$ cat config.mk
export PLATFORM = sky130hd
export DESIGN_NAME = system_power_clock_reset_ctrl
export DESIGN_NICKNAME = d
export VERILOG_FILES = /design/src/rtl/sysctl_pkg.sv /design/src/rtl/irq_vector_select.sv /design/src/rtl/system_power_clock_reset_ctrl.sv
export VERILOG_INCLUDE_DIRS = /design/src /design/src/rtl
export SDC_FILE = /design/constraint.sdc
export NUM_CORES = 1
export LEC_CHECK = 0
export BUFFER_PORTS_ARGS = -buffer_cell sky130_fd_sc_hd__buf_4
export CAP_MARGIN = 30
export CELL_PAD_IN_SITES_DETAIL_PLACEMENT = 1
export CELL_PAD_IN_SITES_GLOBAL_PLACEMENT = 2
export CORE_ASPECT_RATIO = 0.75
export CORE_MARGIN = 3
export CORE_UTILIZATION = 25
export DETAILED_ROUTE_END_ITERATION = 10
export PLACE_DENSITY = 0.74
export SYNTH_ARGS = -nofsm -noshare
export SYNTH_HDL_FRONTEND = slang
export SYNTH_HIERARCHICAL = 1
export SYNTH_SLANG_ARGS = --single-unit
$ cat constraint.sdc
create_clock -name i_clk_sys -period 3.1 [get_ports i_clk_sys]
set_clock_uncertainty 0.05 [all_clocks]
set_input_delay 0.93 -clock i_clk_sys [delete_from_list [all_inputs] [get_ports i_clk_sys]]
set_output_delay 0.93 -clock i_clk_sys [all_outputs]
set_load 0.005 [all_outputs]
$ cat src/rtl/sysctl_params.svh
// Constants for the system power, clock and reset controller.
`ifndef SYSCTL_PARAMS_SVH
`define SYSCTL_PARAMS_SVH
`define MODE_RUN 2'h0
`define MODE_STANDBY 2'h1
`define MODE_SLEEP 2'h2
`define MODE_DEEP 2'h3
`define SRC_FAST_XTAL 2'h0
`define SRC_SLOW_XTAL 2'h1
`define SRC_RC_FAST 2'h2
`define SRC_RC_SLOW 2'h3
`define CLKSEL_RESET 5'h09
`define RESET_VECTOR 16'h0000
`define VEC_BASE 16'h0003
`define VEC_STEP 16'h0008
`define NUM_IRQ 22
`define CAUSE_POR 3'h0
`define CAUSE_WAKE_SLEEP 3'h1
`define CAUSE_WAKE_DEEP 3'h2
`define CAUSE_WATCHDOG 3'h3
`define CAUSE_SOFTWARE 3'h4
`define SWITCH_OLD_EDGES 2'h2
`define SWITCH_NEW_EDGES 2'h2
`define FLL_STEP 8'h01
`define TRIM_RESET 8'h80
`endif

$ cat src/rtl/sysctl_pkg.sv
// Types for the system power, clock and reset controller.
package sysctl_pkg;
  typedef enum logic [1:0] {sw_idle, sw_wait_start, sw_old, sw_new} switch_state_e;
  typedef enum logic [1:0] {pw_run, pw_standby, pw_sleep, pw_deep} power_state_e;
endpackage

$ cat src/rtl/irq_vector_select.sv
// Interrupt priority resolution and vector address generation.
`timescale 1ns/10ps
`default_nettype none
`include "sysctl_params.svh"
module irq_vector_select #(
  parameter int N = `NUM_IRQ
) (
  // Sources and configuration
  input wire logic [N-1:0] i_pending,
  input wire logic [N-1:0] i_enable,
  input wire logic [N-1:0] i_high_prio,
  // Result
  output logic o_valid,
  output logic [4:0] o_index,
  output logic [15:0] o_vector
);
  logic [N-1:0] active;
  logic [N-1:0] active_hi;
  logic found_hi;
  logic found_lo;
  logic [4:0] idx_hi;
  logic [4:0] idx_lo;

  assign active = i_pending & i_enable;
  assign active_hi = active & i_high_prio;

  // Lowest-numbered source wins within each level.
  always_comb begin
    found_hi = 1'b0;
    found_lo = 1'b0;
    idx_hi = 5'h00;
    idx_lo = 5'h00;
    for (int k = N - 1; k >= 0; k--) begin
      if (active_hi[k]) begin
        found_hi = 1'b1;
        idx_hi = 5'(k);
      end
      if (active[k]) begin
        found_lo = 1'b1;
        idx_lo = 5'(k);
      end
    end
  end

  assign o_valid = found_hi | found_lo;
  assign o_index = found_hi ? idx_hi : idx_lo;
  assign o_vector = `VEC_BASE + ({11'h000, o_index} << 3);
endmodule
`default_nettype wire

$ cat src/rtl/system_power_clock_reset_ctrl.sv
// System power mode, clock selection, clock monitor, trim loop and reset controller.
//
// Functional notes
// - Run mode keeps core and peripherals clocked.
// - Standby halts core, resumes on enabled interrupt.
// - Sleep powers down core and peripherals, keeps radio on.
// - Sleep retains each RAM half per setting.
// - Sleep exits on port or controller interrupt.
// - Deepest mode keeps only four scratch bytes.
// - Deepest mode exits only on wake pin low.
// - Four selectable system clock sources.
// - Power-of-two prescaler divides selected source.
// - Reset default is fast RC divided two.
// - Glitch-free switch, two old, two new edges.
// - Switch waits for new oscillator startup.
// - Status shows switch pending or complete.
// - Monitor restores default clock on stall.
// - Loop trims RC toward running reference.
// - Trim holds when reference stops.
// - Core fetch starts at address zero.
// - Reset clears all but scratch registers.
// - Core reset sources: pin, wake, watchdog, software.
// - Last reset cause is readable.
// - 22 sources with enable and priority.
// - Vectors from 0x0003 through 0x00ab.
`timescale 1ns/10ps
`default_nettype none
`include "sysctl_params.svh"
module system_power_clock_reset_ctrl
  import sysctl_pkg::*;
#(
  parameter int PRESCALE_W = 3,
  parameter int MON_W = 16,
  parameter int N_IRQ = `NUM_IRQ
) (
  // Clock and reset
  input wire logic i_clk_sys,
  input wire logic i_reset,
  // Power mode control
  input wire logic i_mode_wr,
  input wire logic [1:0] i_mode,
  input wire logic [1:0] i_ram_retain,
  output logic [1:0] o_power_mode,
  output logic o_cpu_run,
  output logic o_periph_on,
  output logic o_periph_keep,
  output logic o_radio_on,
  output logic [1:0] o_ram_on,
  // Wake sources
  input wire logic i_deep_wake_pin,
  input wire logic i_port_irq,
  input wire logic i_ctrl_irq,
  // Reset sources and core reset
  input wire logic i_watchdog_rst,
  input wire logic i_software_rst,
  output logic o_core_reset,
  output logic [15:0] o_reset_vector,
  output logic [2:0] o_reset_cause,
  // Clock selection
  input wire logic i_clksel_wr,
  input wire logic [1:0] i_clksel_src,
  input wire logic [PRESCALE_W-1:0] i_clksel_div,
  input wire logic [3:0] i_osc_tick,
  input wire logic [3:0] i_osc_ready,
  output logic [1:0] o_clk_src,
  output logic [PRESCALE_W-1:0] o_clk_div,
  output logic [3:0] o_osc_request,
  output logic o_clk_gate,
  output logic o_clk_switching,
  // Clock monitor
  input wire logic [MON_W-1:0] i_mon_limit,
  input wire logic i_mon_enable,
  input wire logic i_sysclk_edge,
  output logic o_mon_tripped,
  // Frequency-locked loop
  input wire logic i_fll_enable,
  input wire logic i_ref_tick,
  input wire logic [15:0] i_fll_target,
  output logic [7:0] o_rc_trim,
  // Scratch words
  input wire logic i_scratch_wr,
  input wire logic [1:0] i_scratch_sel,
  input wire logic [7:0] i_scratch_data,
  output logic [31:0] o_scratch,
  // Interrupts
  input wire logic [N_IRQ-1:0] i_irq_pending,
  input wire logic [N_IRQ-1:0] i_irq_enable,
  input wire logic [N_IRQ-1:0] i_irq_high,
  output logic o_irq_valid,
  output logic [4:0] o_irq_index,
  output logic [15:0] o_irq_vector
);
  // ****************************************
  // Input synchronisers
  // ****************************************
  logic [10:0] sync_a;
  logic [10:0] sync_b;
  logic [5:0] sync_prev;
  logic wake_n;
  logic [3:0] tick_seen;
  logic ref_edge;
  logic sys_edge;
  logic [3:0] osc_ready_s;
  // Reset values match the idle pin levels, so no false edge follows reset.
  always_ff @(posedge i_clk_sys or posedge i_reset) begin
    if (i_reset) begin
      sync_a <= 11'h400;
      sync_b <= 11'h400;
      sync_prev <= 6'h00;
    end else begin
      sync_a <= {i_deep_wake_pin, i_ref_tick, i_sysclk_edge, i_osc_ready, i_osc_tick};
      sync_b <= sync_a;
      sync_prev <= {sync_b[9:8], sync_b[3:0]};
    end
  end

  assign wake_n = sync_b[10];
  assign tick_seen = sync_b[3:0] & ~sync_prev[3:0];
  assign ref_edge = sync_b[9] & ~sync_prev[5];
  assign sys_edge = sync_b[8] ^ sync_prev[4];
  assign osc_ready_s = sync_b[7:4] | 4'hc;

  // ****************************************
  // Power modes
  // ****************************************
  power_state_e pstate;
  logic wake_any;
  logic wake_sleep;
  logic wake_pulse_sleep;
  logic wake_pulse_deep;
  assign wake_any = o_irq_valid;
  assign wake_sleep = i_port_irq | i_ctrl_irq;
  always_ff @(posedge i_clk_sys or posedge i_reset) begin
    if (i_reset) begin
      pstate <= pw_run;
    end else begin
      case (pstate)
        pw_run: begin
          if (i_mode_wr) begin
            case (i_mode)
              `MODE_STANDBY: pstate <= pw_standby;
              `MODE_SLEEP: pstate <= pw_sleep;
              `MODE_DEEP: pstate <= pw_deep;
              default: pstate <= pw_run;
            endcase
          end
        end
        pw_standby: if (wake_any) pstate <= pw_run;
        pw_sleep: if (wake_sleep) pstate <= pw_run;
        pw_deep: if (!wake_n) pstate <= pw_run;
        default: pstate <= pw_run;
      endcase
    end
  end
  assign wake_pulse_sleep = (pstate == pw_sleep) && wake_sleep;
  assign wake_pulse_deep = (pstate == pw_deep) && !wake_n;
  always_comb begin
    o_power_mode = `MODE_RUN;
    o_cpu_run = 1'b1;
    o_periph_on = 1'b1;
    o_periph_keep = 1'b1;
    o_radio_on = 1'b1;
    o_ram_on = 2'h3;
    case (pstate)
      pw_standby: begin
        o_power_mode = `MODE_STANDBY;
        o_cpu_run = 1'b0;
      end
      pw_sleep: begin
        o_power_mode = `MODE_SLEEP;
        o_cpu_run = 1'b0;
        o_periph_on = 1'b0;
        o_periph_keep = 1'b0;
        o_ram_on = i_ram_retain;
      end
      pw_deep: begin
        o_power_mode = `MODE_DEEP;
        o_cpu_run = 1'b0;
        o_periph_on = 1'b0;
        o_periph_keep = 1'b0;
        o_radio_on = 1'b0;
        o_ram_on = 2'h0;
      end
      default: o_power_mode = `MODE_RUN;
    endcase
  end

  // ****************************************
  // Core reset and cause
  // ****************************************
  always_ff @(posedge i_clk_sys or posedge i_reset) begin
    if (i_reset) begin
      o_core_reset <= 1'b1;
      o_reset_cause <= `CAUSE_POR;
    end else begin
      o_core_reset <= wake_pulse_sleep | wake_pulse_deep | i_watchdog_rst | i_software_rst;
      if (wake_pulse_deep) begin
        o_reset_cause <= `CAUSE_WAKE_DEEP;
      end else if (wake_pulse_sleep) begin
        o_reset_cause <= `CAUSE_WAKE_SLEEP;
      end else if (i_watchdog_rst) begin
        o_reset_cause <= `CAUSE_WATCHDOG;
      end else if (i_software_rst) begin
        o_reset_cause <= `CAUSE_SOFTWARE;
      end
    end
  end
  assign o_reset_vector = `RESET_VECTOR;

  // ****************************************
  // Clock selection and glitch-free switch
  // ****************************************
  switch_state_e sstate;
  logic [1:0] pend_src;
  logic [PRESCALE_W-1:0] pend_div;
  logic [1:0] edge_cnt;
  logic [MON_W-1:0] mon_cnt;
  logic mon_trip;
  assign mon_trip = i_mon_enable && (mon_cnt >= i_mon_limit) && !sys_edge;
  always_ff @(posedge i_clk_sys or posedge i_reset) begin
    if (i_reset) begin
      sstate <= sw_idle;
      o_clk_src <= `SRC_RC_FAST;
      o_clk_div <= PRESCALE_W'(1);
      pend_src <= `SRC_RC_FAST;
      pend_div <= PRESCALE_W'(1);
      edge_cnt <= 2'h0;
      o_clk_gate <= 1'b1;
    end else if (mon_trip) begin
      sstate <= sw_idle;
      o_clk_src <= `SRC_RC_FAST;
      o_clk_div <= PRESCALE_W'(1);
      pend_src <= `SRC_RC_FAST;
      pend_div <= PRESCALE_W'(1);
      edge_cnt <= 2'h0;
      o_clk_gate <= 1'b1;
    end else begin
      if (i_clksel_wr) begin
        pend_src <= i_clksel_src;
        pend_div <= i_clksel_div;
      end
      case (sstate)
        sw_idle: begin
          if (i_clksel_wr) begin
            sstate <= sw_wait_start;
          end
        end
        sw_wait_start: begin
          if (osc_ready_s[pend_src]) begin
            sstate <= sw_old;
            edge_cnt <= 2'h0;
          end
        end
        sw_old: begin
          if (i_clksel_wr) begin
            sstate <= sw_wait_start;
          end else if (tick_seen[o_clk_src]) begin
            if (edge_cnt == `SWITCH_OLD_EDGES - 2'h1) begin
              o_clk_gate <= 1'b0;
              o_clk_src <= pend_src;
              o_clk_div <= pend_div;
              edge_cnt <= 2'h0;
              sstate <= sw_new;
            end else begin
              edge_cnt <= edge_cnt + 2'h1;
            end
          end
        end
        sw_new: begin
          if (tick_seen[o_clk_src]) begin
            if (edge_cnt == `SWITCH_NEW_EDGES - 2'h1) begin
              o_clk_gate <= 1'b1;
              sstate <= (i_clksel_wr || pend_src != o_clk_src || pend_div != o_clk_div) ?
                sw_wait_start : sw_idle;
            end else begin
              edge_cnt <= edge_cnt + 2'h1;
            end
          end
        end
        default: sstate <= sw_idle;
      endcase
    end
  end
  assign o_clk_switching = (sstate != sw_idle);
  always_comb begin
    o_osc_request = 4'h0;
    o_osc_request[o_clk_src] = 1'b1;
    if (sstate != sw_idle) begin
      o_osc_request[pend_src] = 1'b1;
    end
  end

  // ****************************************
  // Clock monitor
  // ****************************************
  always_ff @(posedge i_clk_sys or posedge i_reset) begin
    if (i_reset) begin
      mon_cnt <= '0;
      o_mon_tripped <= 1'b0;
    end else begin
      if (sys_edge || mon_trip || !i_mon_enable) begin
        mon_cnt <= '0;
      end else begin
        mon_cnt <= mon_cnt + MON_W'(1);
      end
      if (mon_trip) begin
        o_mon_tripped <= 1'b1;
      end else if (i_clksel_wr) begin
        o_mon_tripped <= 1'b0;
      end
    end
  end

  // ****************************************
  // Frequency-locked loop
  // ****************************************
  logic [15:0] rc_count;
  logic ref_running;
  assign ref_running = osc_ready_s[`SRC_FAST_XTAL] | osc_ready_s[`SRC_SLOW_XTAL];
  always_ff @(posedge i_clk_sys or posedge i_reset) begin
    if (i_reset) begin
      rc_count <= 16'h0000;
      o_rc_trim <= `TRIM_RESET;
    end else begin
      if (ref_edge) begin
        rc_count <= 16'h0000;
        if (i_fll_enable && ref_running) begin
          if (rc_count < i_fll_target && o_rc_trim != 8'hff) begin
            o_rc_trim <= o_rc_trim + `FLL_STEP;
          end else if (rc_count > i_fll_target && o_rc_trim != 8'h00) begin
            o_rc_trim <= o_rc_trim - `FLL_STEP;
          end
        end
      end else if (tick_seen[`SRC_RC_FAST] && rc_count != 16'hffff) begin
        rc_count <= rc_count + 16'h0001;
      end
      // Trim holds its last value when no reference edges arrive.
    end
  end

  // ****************************************
  // Scratch words survive every reset
  // ****************************************
  logic [7:0] scratch [4];
  always_ff @(posedge i_clk_sys) begin
    if (i_scratch_wr) begin
      scratch[i_scratch_sel] <= i_scratch_data;
    end
  end
  assign o_scratch = {scratch[3], scratch[2], scratch[1], scratch[0]};

  // ****************************************
  // Interrupt selection
  // ****************************************
  irq_vector_select #(
    .N(N_IRQ)
  ) u_irq (
    .i_pending(i_irq_pending),
    .i_enable(i_irq_enable),
    .i_high_prio(i_irq_high),
    .o_valid(o_irq_valid),
    .o_index(o_irq_index),
    .o_vector(o_irq_vector)
  );
endmodule
`default_nettype wire

==> results_dict.tcl <==
set metrics [dict create \
    yosys-top-cells-area "dfrtp_1 (28%), edfxtp_1 (14%), ha_1 (8.4%)" \
    routedWlPerCell_um 16.81 \
    synthCells 699 \
    crit_arrival_ns 2.44 \
    die_y_um 150.6 \
    synth.yosys.warnings 6 \
    fin_hold_ws_ns 0.2967 \
    drc 0 \
    wirelength_um 23410 \
    seq_area_frac_synth_pct 44.82 \
    yosysTopAreaCellShare_pct 27.64 \
    power.density_nw_per_um2 509.1 \
    postRouteAntennaNets 0 \
    endpoint "o_irq_valid" \
    synth.distinct_cells 75 \
    die_area_um2 29940 \
    dr_total_vias 6350 \
    grt_pass1_wl_um 36000 \
    path_cells "buf_8, a22o_4, a221oi_4, nand4_1, nor3_2, or3b_4, buf_6" \
    netSwitchingFraction_pct 30.44 \
    gr-usage-all-layers_pct 15.35 \
    drt-vias-per-instance 4.559 \
    start_kind "input port" \
    outcome "finished with violations" \
    synth_edf_count 32 \
    hold_class "reg2reg" \
    synth.ff_latch_count 118 \
    setup_slack_ns -0.3229 \
    rsz0062_at_grt "yes" \
    cts_tree "done" \
    grt-ovfl-total 0 \
    cpPeakStageDelay_ns 0.41 \
    antenna_found_initial 0 \
    power_frac_clock_pct 35.5 \
    power.leakage_nw 5.261 \
    port_buffers 211 \
    io_pins 241 \
    rows 52 \
    cap_violations 0 \
    clockBufferDepth 2 \
    min_period_over_period_pct 110.4 \
    switching_power_mw 1.719 \
    drive_gt1_share_pct 46.45 \
    setup-violations-final 14 \
    start_util_pct 25.63 \
    worst-path-max-fanout 2 \
    slowest_stage "or3b_4" \
    hold_violations 0 \
    nFillCells 3069 \
    firstDrtPassIters 4 \
    cp.required_ns 2.12 \
    p_int_mw 3.928 \
    r2r.worst_path.cells 12 \
    dp_hpwl_um 17990 \
    cts_hold_buf 0 \
    syn_area_um2 6970 \
    seqPwrFrac_pct 34.3 \
    clk-insertion-delay-late_ns 0.42 \
    area_growth_pct 59.13 \
    die-width_um 198.8 \
    r2r_end "o_rc_trim[5]$_DFFE_PP0P_" \
    hold_depth 0 \
    worst_pin_slew_ns 0.6323 \
    grt_pass1_vias 6695 \
    power.share.combinational_pct 30.2 \
    fin_crit_ns 3.423 \
    clk_pin_slew_ns 0.05 \
    synth-main-ff-cell "dfrtp_1" \
    ir_worst_vdd_mv 0.3999 \
    final_core_util_pct 40.78 \
    worstSetupPathType "in2out" \
    fmaxAchievable_mhz 292.1 \
    cts_root_buf "clkbuf_16" \
    cp-end-kind "primary output" \
    gp_congestion 0.7879 \
    cts.sinks 118 \
    grt_max_degree 66 \
    crit_start "i_irq_enable[10]" \
    r2r-start "rc_count[11]$_DFFE_PP0P_" \
    relSlewSlack_pct 57.50 \
    synthTopCellsByCount "dfrtp_1 (77), nor2_1 (63), nand2_1 (60)" \
    htreeDepth 4 \
    final-max-slew-violation-count 0 \
    yosys.area.top_type "dfrtp_1" \
    synth_area_per_cell_um2 9.972 \
    ff2ff_setup_slack_ns 0.07 \
    drt_iter0_drc 150 \
    cts-buffers-inserted 17 \
    violations "negative setup slack" \
    nets 1216 \
    async_reset_ff_share_pct 72.88 \
    insertedDiodeCount 0 \
    core_um2 27200 \
    yosysMostFrequentCell "dfrtp_1" \
]
## power by group through the flow
stage | Clock [mW] | Combinational (mW) | Sequential, mW
CTS | 2.08 | 1.65 | 1.94
global placement | 0 | 1.50 | 1.96
detailed placement | 0 | 1.53 | 1.96
global route | 2.14 | 1.90 | 1.96
finish | 2.00 | 1.71 | 1.94
floorplan | 0 | 0.822 | 1.91
## flip-flops by register name, indices dropped and copies added, names as in the netlist, 2 cells and up
name and flops:
edge_cnt 2, mon_cnt 16, o_clk_div 3, o_clk_src 2, o_rc_trim 8, o_reset_cause 3, pend_div 3, pend_src 2
pstate 2, rc_count 16, scratch 32, sstate 2, sync_a 9, sync_b 9, sync_prev 6
## routing by layer
| metal | up-vias | wire, um | GRT usage [%] |
|---|---|---|---|
| met2 | 113 | 11120 | 24.29 |
| li1 | 3092 | - | - |
| met1 | 3123 | 11140 | 21.46 |
| met5 | - | 0 | 0 |
| met3 | 22 | 900 | 3.512 |
| met4 | 0 | 248 | 3.441 |
## cell type report
cell class / instances / area, um^2 / share of cell area (%)
clock inverters: 13 / 156.4 / 1.410
clock buffers: 19 / 432.9 / 3.903
multi-input cells: 505 / 4048 / 36.49
repair buffers: 333 / 2668 / 24.05
inverters: 54 / 224.0 / 2.019
well taps: 351 / 439.2 / 3.959
flip-flops and latches: 118 / 3124 / 28.17
## cell families (layout without fill, tap and decap cells)
family,count (synthesis),in the layout,synth area share (%)
AO/OA/AOI/OAI,124,124,12.92
XOR/XNOR,40,40,5.026
adder cells (fa/ha/maj),48,48,8.724
buffers and inverters,100,419,7.324
flip-flops,118,118,44.82
multiplexers,15,15,2.693
other,3,27,0.1615
AND/OR/NAND/NOR,251,251,18.33
## timing repair
action | in CTS | in global routing
setup buffers | 18 | 12
resized for setup | 78 | 58
setup endpoints to repair | 14 | 18
pin swaps | 42 | 32
## worst max-delay path, delay by kind of cell
kind | cells | cell delay [ns]
buffers and inverters | 2 | 0.23
AOI/OAI and AO/OA | 2 | 0.46
and+or+nand+nor | 3 | 0.82
## cell usage in the layout, fill, tap and decap left out, drive strengths merged, types with 4 or more instances in the layout
master,instances
buf,333
dfrtp,77
nor2,63
nand2,60
inv,54
ha,47
nand3,42
edfxtp,32
conb,27
a21oi,26
xor2,23
clkbuf,19
nand4,18
o21ai,18
xnor2,17
and3,14
nor2b,14
mux2i,9
dfstp,9
a21o,8
a211o,7
nor3,7
a22oi,7
nor4,7
a211oi,7
nand2b,6
a21boi,6
o31ai,6
a31oi,6
clkinv,6
mux2,5
and2,5
o22ai,5
clkinvlp,4
## worst min path at each step
| stage | start | slack, ns | endpoint |
|---|---|---|---|
| floorplan | sync_a[0]$_DFF_PP0_ | 0.28 | sync_b[0]$_DFF_PP0_ |
| global placement | sync_a[9]$_DFF_PP0_ | 0.28 | sync_b[9]$_DFF_PP0_ |
| detailed placement | sync_a[9]$_DFF_PP0_ | 0.29 | sync_b[9]$_DFF_PP0_ |
| CTS | sync_a[3]$_DFF_PP0_ | 0.30 | sync_b[3]$_DFF_PP0_ |
| global route | sync_a[0]$_DFF_PP0_ | 0.30 | sync_b[0]$_DFF_PP0_ |
| finish | sync_a[9]$_DFF_PP0_ | 0.30 | sync_b[9]$_DFF_PP0_ |
## stage by stage
stage	instances	power (mW)	setup TNS (ns)	setup WS, ns	instance area [um^2]
2_1_floorplan	723	2.734	-1.030	-0.4072	7178
3_3_place_gp	1334	3.462	-6.187	-0.6905	9634
3_5_place_dp	1334	3.489	-6.338	-0.7113	9634
4_1_cts	1383	5.662	-1.810	-0.3014	10740
5_1_grt	1393	6.000	-3.233	-0.3629	11090
6_report	1393	5.647	-2.223	-0.3229	11090
Note: power is estimated with default switching activity, not from simulation.
